===== config.mk =====
export PLATFORM = sky130hd
export DESIGN_NAME = fwsr_ctrl
export DESIGN_NICKNAME = d
export VERILOG_FILES = /design/src/verilog/fwsr_bus_cycle.v /design/src/verilog/fwsr_ctrl.v
export VERILOG_INCLUDE_DIRS = /design/src /design/src/verilog
export SDC_FILE = /design/constraint.sdc
export NUM_CORES = 1
export LEC_CHECK = 0
export ABC_AREA = 1
export BUFFER_PORTS_ARGS = -buffer_cell sky130_fd_sc_hd__buf_2
export CAP_MARGIN = 20
export CORE_ASPECT_RATIO = 2
export CORE_MARGIN = 5
export CORE_UTILIZATION = 35
export CTS_CLUSTER_SIZE = 20
export DETAILED_ROUTE_END_ITERATION = 12
export PLACE_DENSITY_LB_ADDON = 0.1
export SETUP_SLACK_MARGIN = 0.4
export SYNTH_ARGS = -nofsm -noshare
export SYNTH_HDL_FRONTEND = slang
export SYNTH_SLANG_ARGS = --single-unit

===== constraint.sdc =====
create_clock -name i_clk -period 3.2 [get_ports i_clk]
set_input_delay 0.96 -clock i_clk [delete_from_list [all_inputs] [get_ports i_clk]]
set_output_delay 0.96 -clock i_clk [all_outputs]
set_load 0.1 [all_outputs]

===== src/verilog/fwsr_regs.vh =====
`ifndef FWSR_REGS_VH
`define FWSR_REGS_VH

// ----------------------------------------------------------------
// Status bit positions on the flash data bus
// ----------------------------------------------------------------
`define FWSR_BIT_POLL 7
`define FWSR_BIT_TOGGLE 6
`define FWSR_BIT_TLIMIT 5
`define FWSR_BIT_WINDOW 3
`define FWSR_BIT_SECTOG 2

// ----------------------------------------------------------------
// Command data words written to the flash
// ----------------------------------------------------------------
`define FWSR_CMD_RESET 16'h00f0
`define FWSR_CMD_SECTOR_ERASE 16'h0030

// ----------------------------------------------------------------
// User operation codes and results
// ----------------------------------------------------------------
`define FWSR_OP_POLL 2'h0
`define FWSR_OP_ADD_ERASE 2'h1
`define FWSR_OP_RESET 2'h2
`define FWSR_OP_READ 2'h3
`define FWSR_RES_OK 2'h0
`define FWSR_RES_FAIL 2'h1
`define FWSR_RES_REJECT 2'h2
`define FWSR_RES_MAYBE_LOST 2'h3

// ----------------------------------------------------------------
// Timing
// ----------------------------------------------------------------
`define FWSR_CLK_PERIOD_NS 25
`define FWSR_T_STROBE_NS 100
`define FWSR_STROBE_CYC ((`FWSR_T_STROBE_NS + `FWSR_CLK_PERIOD_NS - 1) / `FWSR_CLK_PERIOD_NS)
`define FWSR_T_WINDOW_NS 50000
`define FWSR_WINDOW_CYC (`FWSR_T_WINDOW_NS / `FWSR_CLK_PERIOD_NS)
`define FWSR_SYNC_CYC 2

`endif


===== src/verilog/fwsr_bus_cycle.v =====
`timescale 1ns/100ps
`include "fwsr_regs.vh"

// One asynchronous read or write cycle on the flash pins
module fwsr_bus_cycle #(
  parameter ADDR_W = 20,
  parameter DATA_W = 16,
  parameter STROBE_CYC = `FWSR_STROBE_CYC
)
(
  input wire i_clk,
  input wire i_reset_n,
  input wire i_start,
  input wire i_write,
  input wire [ADDR_W-1:0] i_addr,
  input wire [DATA_W-1:0] i_wdata,
  input wire [DATA_W-1:0] i_dq,
  output reg [ADDR_W-1:0] o_addr,
  output reg [DATA_W-1:0] o_dq,
  output reg o_dq_oe,
  output reg o_ce_n,
  output reg o_oe_n,
  output reg o_we_n,
  output reg [DATA_W-1:0] o_rdata,
  output reg o_done
);

  reg [DATA_W-1:0] dq_s1_r;
  reg [DATA_W-1:0] dq_s2_r;
  reg [7:0] cnt_r;
  reg active_r;
  reg write_r;

  // Read strobe is stretched by the synchroniser depth, cut to the counter on purpose
  localparam [31:0] READ_CYC = STROBE_CYC + `FWSR_SYNC_CYC;

  // --------------------------------------------------------------
  // Pin synchroniser
  // --------------------------------------------------------------
  always @(posedge i_clk)
  begin
    dq_s1_r <= i_dq;
    dq_s2_r <= dq_s1_r;
  end

  // --------------------------------------------------------------
  // Cycle sequencer
  // --------------------------------------------------------------
  // Reads hold OE for two extra cycles so the synchroniser sees data
  always @(posedge i_clk)
  begin
    o_done <= 1'b0;
    if (!i_reset_n)
    begin
      o_addr <= {ADDR_W{1'b0}};
      o_dq <= {DATA_W{1'b0}};
      o_dq_oe <= 1'b0;
      o_ce_n <= 1'b1;
      o_oe_n <= 1'b1;
      o_we_n <= 1'b1;
      o_rdata <= {DATA_W{1'b0}};
      cnt_r <= 8'h00;
      active_r <= 1'b0;
      write_r <= 1'b0;
    end
    else if (!active_r)
    begin
      if (i_start)
      begin
        active_r <= 1'b1;
        write_r <= i_write;
        o_addr <= i_addr;
        o_dq <= i_wdata;
        o_dq_oe <= i_write;
        o_ce_n <= 1'b0;
        o_oe_n <= i_write;
        o_we_n <= ~i_write;
        cnt_r <= i_write ? STROBE_CYC[7:0] : READ_CYC[7:0];
      end
    end
    else if (cnt_r > 8'h01)
      cnt_r <= cnt_r - 8'h01;
    else
    begin
      // Release strobes; data stays driven one more cycle for hold
      active_r <= 1'b0;
      o_ce_n <= 1'b1;
      o_oe_n <= 1'b1;
      o_we_n <= 1'b1;
      o_done <= 1'b1;
      if (!write_r)
        o_rdata <= dq_s2_r;
    end
    if (i_reset_n && !active_r && !i_start)
      o_dq_oe <= 1'b0;
  end

endmodule // fwsr_bus_cycle


===== src/verilog/fwsr_ctrl.v =====
`timescale 1ns/100ps
`include "fwsr_regs.vh"

module fwsr_ctrl #(
  parameter ADDR_W = 20,
  parameter DATA_W = 16,
  parameter WINDOW_CYC = `FWSR_WINDOW_CYC
)
(
  input wire i_clk,
  input wire i_reset_n,
  input wire i_req,
  input wire [1:0] i_op,
  input wire [ADDR_W-1:0] i_op_addr,
  input wire i_skip_window,
  input wire [DATA_W-1:0] i_dq,
  input wire i_ready_busy_output,
  output wire [ADDR_W-1:0] o_addr,
  output wire [DATA_W-1:0] o_dq,
  output wire o_dq_oe,
  output wire o_ce_n,
  output wire o_oe_n,
  output wire o_we_n,
  output reg o_busy,
  output reg o_done,
  output reg [1:0] o_result,
  output reg [DATA_W-1:0] o_rdata,
  output reg o_flash_ready,
  output reg o_window_open
);

  // One-hot states
  localparam S_IDLE = 9'h001;
  localparam S_RDA = 9'h002;
  localparam S_RDB = 9'h004;
  localparam S_RDC = 9'h008;
  localparam S_PRE = 9'h010;
  localparam S_WR = 9'h020;
  localparam S_CONF = 9'h040;
  localparam S_WIN = 9'h080;
  localparam S_RST = 9'h100;

  reg [8:0] state_r;
  reg [1:0] op_r;
  reg [ADDR_W-1:0] addr_r;
  reg pend_r;
  reg start_r;
  reg write_r;
  reg [DATA_W-1:0] wdata_r;
  reg tog_prev_r;
  reg rb_s1_r;
  reg [15:0] gap_r;
  wire bus_done;
  wire [DATA_W-1:0] bus_rdata;
  wire toggled;
  wire gap_short;

  // --------------------------------------------------------------
  // Pin cycle engine
  // --------------------------------------------------------------
  fwsr_bus_cycle #(
    .ADDR_W(ADDR_W),
    .DATA_W(DATA_W),
    .STROBE_CYC(`FWSR_STROBE_CYC)
  ) u_bus (
    .i_clk(i_clk),
    .i_reset_n(i_reset_n),
    .i_start(start_r),
    .i_write(write_r),
    .i_addr(addr_r),
    .i_wdata(wdata_r),
    .i_dq(i_dq),
    .o_addr(o_addr),
    .o_dq(o_dq),
    .o_dq_oe(o_dq_oe),
    .o_ce_n(o_ce_n),
    .o_oe_n(o_oe_n),
    .o_we_n(o_we_n),
    .o_rdata(bus_rdata),
    .o_done(bus_done)
  );

  // Toggle status bit compared against the previous status read
  assign toggled = bus_rdata[`FWSR_BIT_TOGGLE] ^ tog_prev_r;
  assign gap_short = (gap_r < WINDOW_CYC[15:0]);

  // --------------------------------------------------------------
  // Ready/busy synchroniser and erase command spacing timer
  // --------------------------------------------------------------
  // Open-drain pin is pulled high outside, so it arrives as a level
  always @(posedge i_clk)
  begin
    rb_s1_r <= i_ready_busy_output;
    if (!i_reset_n)
    begin
      o_flash_ready <= 1'b1;
      gap_r <= 16'hffff;
    end
    else
    begin
      o_flash_ready <= rb_s1_r;
      // Restarted by every sector erase write, as the device restarts its time-out
      if (state_r == S_WR && bus_done)
        gap_r <= 16'h0000;
      else if (gap_r != 16'hffff)
        gap_r <= gap_r + 16'h0001;
    end
  end

  // --------------------------------------------------------------
  // Operation sequencer
  // --------------------------------------------------------------
  // Every status read goes to the caller's address, which must lie in
  // the busy bank and in an erasing sector or the programmed word
  always @(posedge i_clk)
  begin
    start_r <= 1'b0;
    o_done <= 1'b0;
    if (!i_reset_n)
    begin
      state_r <= S_IDLE;
      op_r <= `FWSR_OP_POLL;
      addr_r <= {ADDR_W{1'b0}};
      pend_r <= 1'b0;
      write_r <= 1'b0;
      wdata_r <= {DATA_W{1'b0}};
      tog_prev_r <= 1'b0;
      o_busy <= 1'b0;
      o_result <= `FWSR_RES_OK;
      o_rdata <= {DATA_W{1'b0}};
      o_window_open <= 1'b0;
    end
    else
    begin
      // Launch the bus cycle of the current state once
      if (state_r != S_IDLE && !pend_r)
      begin
        start_r <= 1'b1;
        pend_r <= 1'b1;
        write_r <= (state_r == S_WR) || (state_r == S_RST);
        wdata_r <= (state_r == S_RST) ? `FWSR_CMD_RESET : `FWSR_CMD_SECTOR_ERASE;
      end
      if (bus_done)
      begin
        pend_r <= 1'b0;
        o_rdata <= bus_rdata;
        tog_prev_r <= bus_rdata[`FWSR_BIT_TOGGLE];
      end
      case (state_r)
        S_IDLE:
        begin
          if (i_req)
          begin
            op_r <= i_op;
            addr_r <= i_op_addr;
            o_busy <= 1'b1;
            if (i_op == `FWSR_OP_RESET)
              state_r <= S_RST;
            else if (i_op == `FWSR_OP_ADD_ERASE)
              // Skipping is only safe while commands stay inside the window
              state_r <= (i_skip_window && gap_short) ? S_WR : S_PRE;
            else
              state_r <= S_RDA;
          end
        end
        S_RDA:
        begin
          if (bus_done)
          begin
            if (op_r == `FWSR_OP_READ)
              state_r <= S_IDLE;
            else
              state_r <= S_RDB;
            if (op_r == `FWSR_OP_READ)
              o_busy <= 1'b0;
            if (op_r == `FWSR_OP_READ)
              o_done <= 1'b1;
            o_result <= `FWSR_RES_OK;
          end
        end
        S_RDB:
        begin
          if (bus_done)
          begin
            if (!toggled)
            begin
              // Stopped toggling: finished; the bank reads array data again
              state_r <= S_IDLE;
              o_busy <= 1'b0;
              o_done <= 1'b1;
              o_result <= `FWSR_RES_OK;
            end
            else if (bus_rdata[`FWSR_BIT_TLIMIT])
              state_r <= S_RDC;
          end
        end
        S_RDC:
        begin
          if (bus_done)
          begin
            // Toggling may have stopped just as the limit flag rose
            if (toggled)
              state_r <= S_RST;
            else
            begin
              state_r <= S_IDLE;
              o_busy <= 1'b0;
              o_done <= 1'b1;
              o_result <= `FWSR_RES_OK;
            end
          end
        end
        S_PRE:
        begin
          if (bus_done)
          begin
            o_window_open <= ~bus_rdata[`FWSR_BIT_WINDOW];
            if (bus_rdata[`FWSR_BIT_WINDOW])
            begin
              // Erase already running: the device would ignore the command
              state_r <= S_IDLE;
              o_busy <= 1'b0;
              o_done <= 1'b1;
              o_result <= `FWSR_RES_REJECT;
            end
            else
              state_r <= S_WR;
          end
        end
        S_WR:
        begin
          if (bus_done)
          begin
            if (i_skip_window && gap_short)
            begin
              state_r <= S_IDLE;
              o_busy <= 1'b0;
              o_done <= 1'b1;
              o_result <= `FWSR_RES_OK;
            end
            else
              state_r <= S_CONF;
          end
        end
        S_CONF:
        begin
          // One status read is taken before the window flag read; its data is not checked
          if (bus_done)
            state_r <= S_WIN;
        end
        S_WIN:
        begin
          if (bus_done)
          begin
            state_r <= S_IDLE;
            o_busy <= 1'b0;
            o_done <= 1'b1;
            o_window_open <= ~bus_rdata[`FWSR_BIT_WINDOW];
            o_result <= bus_rdata[`FWSR_BIT_WINDOW] ? `FWSR_RES_MAYBE_LOST
                                                    : `FWSR_RES_OK;
          end
        end
        S_RST:
        begin
          if (bus_done)
          begin
            state_r <= S_IDLE;
            o_busy <= 1'b0;
            o_done <= 1'b1;
            o_result <= (op_r == `FWSR_OP_RESET) ? `FWSR_RES_OK : `FWSR_RES_FAIL;
          end
        end
        default:
        begin
          state_r <= S_IDLE;
          o_busy <= 1'b0;
        end
      endcase
    end
  end

endmodule // fwsr_ctrl


==> summary.txt <==
Status -> completed
Vias -> 5436
Clk sinks -> 160
Synth top cells by count -> dfxtp_1 (160), nand2_1 (153), nor2_1 (112)
First-pass GRT wire length -> 28400 microns
Pre-CTS setup slack -> 0.922 ns
Vias in the first global route -> 5620
Vias per cell -> 4.73
Placeable Area -> 18200 sq um
Hold Crit Start -> u_bus.dq_s1_r[9]$_DFF_P_
Post-CTS setup buffers -> 0
Register bit total from synthesis -> 160
Post-synth top area share -> 49.9%
Synth Warn # -> 0
Critical R2R Launch -> state_r[5]$_SDFFE_PN0P_
Min cycle time layout -> 2.20 ns
Gate Count Post-Synth -> 835
CTS max path bufs -> 2
Hold Buf Count CTS -> 0
Total Nets Final -> 968
Critical Path Start -> u_bus.o_dq[6]$_SDFFE_PN0P_
IO Pins -> 105
Pre-antenna DRT Iters -> 4
Seq/Total Area, Yosys -> 49.9%
Mean Syn Cell Area -> 7.69 sq um
DP HPWL -> 12900 microns
Hold_ws -> 0.326 ns
Clock Skew -> 0.00993 ns
Buffers and inverters on the worst path -> 1
R2R Setup Slk -> 1.07 ns
Hold path cells -> 0
Die span in x -> 106 microns
Die ar. -> 21300 sq um
Max incr delay on CP -> 0.45 ns
Internal power -> 4.75 mW
Slowest CP cell -> buf_2
Pwr/cell area -> 1170 nW/um^2
Share of the clock period used by the worst path -> 68.6%
Seq pwr share -> 31.3%
CTS buffer count -> 17
CTS clock-pin slew for the worst setup and hold paths -> 0.06 ns
Largest net degree at the start of global routing -> 54
GP Congestion -> 0.897
Avg WL per Cell -> 15.2 microns
Logic pwr share -> 45.1%
Final ANT Viol Nets -> 0
Fin. Hold Viols -> 0
Xor and xnor area share after synthesis -> 0.682%
CP Data Required Time -> 2.24 ns
Crit. End Element -> primary output
Synth top area cells -> dfxtp_1 (50%), nand2_1 (8.9%), nor2_1 (6.5%)
Drt total wl -> 17500 microns
Worst Hold Path EP -> u_bus.dq_s2_r[9]$_DFF_P_
CTS tree -> built
Layout cells sized above 1 -> 19.2%
Largest family of logic cells by synthesized area -> simple AND/OR/NAND/NOR gates
Row count -> 70
CTS resizes -> 0
Max-slew violation count -> 0
Final instance area -> 7620 sq um
Compound-Gate Fraction of Synth Area -> 11.5%
Delay-heaviest family, CP -> buffers and inverters
FFs w/ async S/R, synth -> 0%
Relative slew slack -> 53.2%
DRC -> 0
H-tree depth -> 4
Post-synth EDFFs -> 0
Skew-Pair Late Insertion Delay -> 0.42 ns
Worst-Margin Slew -> 0.695 ns
Switching power -> 4.21 mW
Startpoint types -> flop
Final core occ -> 41.8%
Fmax -> 455 MHz
Final setup vio count -> 0
Initial Util -> 35.3%
Critical Path Fanout Max -> 3
Clock Power Share -> 23.6%
Placed cell area -> 7000 sq um
Worst path arrival time -> 1.24 ns
Lkg Pwr -> 3.57 nW
N_diodes -> 0
R2R cell count -> 8
Initial DRC count -> 218
Critical R2R Capture -> op_r[1]$_SDFFE_PN0P_
Post-synth top flop -> dfxtp_1
Total grt overflow -> 0
Setup_tns -> 0 ns
Sw Share -> 47.0%
P&R area growth vs syn -> 18.7%
GRT Util Overall -> 16.9%
Unrepaired setup endpoints after global routing -> false
Adder-Cell Fraction of Synth Area -> 0.974%
HP Class -> reg -> reg
Crit path kind -> reg -> out
Max VDD drop -> 0.476 mV
Crit path cell chain -> buf_2
Root Buffer -> clkbuf_16
Antenna violations before repair -> 0
Synth area leader -> dfxtp_1
Most common cell in the netlist -> dfxtp_1
Mux cell area share after synthesis -> 0%
Mapped cell area -> 6420 sq um
Die height -> 202 microns
Filler instances -> 1958
IO buf count -> 92
Post-synthesis simple-gate area fraction -> 27.9%
Max-Cap Viols -> 0
Distinct cells, synth -> 44
Min setup slack post-route -> 1.00 ns
final cells by class:
class	count	area (sq um)	area share [%]
Sequential cell	160	3200	42.0
Multi-Input combinational cell	555	2680	35.2
Inverter	85	319	4.19
Timing Repair Buffer	101	528	6.93
Clock inverter	14	180	2.36
Tap cell	216	270	3.55
Clock buffer	18	439	5.76
cells in the final DEF (no fill, tap or decap), types with 9 or more instances in the layout:
master / n
buf_4: 9
o21ai_0: 65
dfxtp_1: 160
nand3_1: 71
a21oi_1: 56
buf_2: 92
inv_1: 77
nand4_1: 13
conb_1: 12
nand2_1: 153
clkbuf_16: 17
nor2_1: 112
nor2_2: 11
power groups by stage:
stage | clock, mW | combinational [mW] | sequential (mW)
after floorplan | 0 | 2.49 | 3.67
after global placement | 0 | 4.08 | 2.85
after detailed placement | 0 | 4.08 | 2.85
after CTS | 2.18 | 4.10 | 2.81
after global routing | 2.26 | 4.49 | 2.87
final | 2.12 | 4.04 | 2.80
cell families (layout without fill, tap and decap cells):
family	count (synthesis)	after routing
AO/OA/AOI/OAI	138	138
XOR/XNOR	5	5
adder cells (fa/ha/maj)	5	5
buffers and inverters	131	218
flip-flops	160	160
other	1	12
AND/OR/NAND/NOR	395	395
metrics by stage:
stage / cells / power (mW)
after global placement: 1117 / 6.93
after global routing: 1149 / 9.62
after floorplan: 846 / 6.15
after CTS: 1149 / 9.09
after detailed placement: 1117 / 6.93
final: 1149 / 8.96
worst max path at each step:
stage / end / slack (ns) / cells past startpoint
detailed placement: op_r[1]$_SDFFE_PN0P_ / 0.92 / 5
floorplan: o_dq[5] / 0.87 / 1
CTS: o_rdata[3] / 0.96 / 1
finish: o_dq[6] / 1.00 / 1
global placement: op_r[1]$_SDFFE_PN0P_ / 0.92 / 5
global route: op_r[1]$_SDFFE_PN0P_ / 0.84 / 8
sequential cells by signal, indices dropped and copies added (netlist names), 8 cells and up:
name           count
addr_r            20
u_bus.o_addr      20
gap_r             16
o_rdata           16
u_bus.dq_s1_r     16
u_bus.dq_s2_r     16
u_bus.o_rdata     16
state_r            9
u_bus.cnt_r        8
per-layer routing:
metal  part of all wire, %  GRT usage (%)  vias up
met4                   2.9           6.90        0
met3                   2.5           3.34       32
met1                    38           17.0     2484
met5                     0              0        -
met2                    57           32.9       80
li1                      -              -     2840
Power figures use the tool's default switching activity.
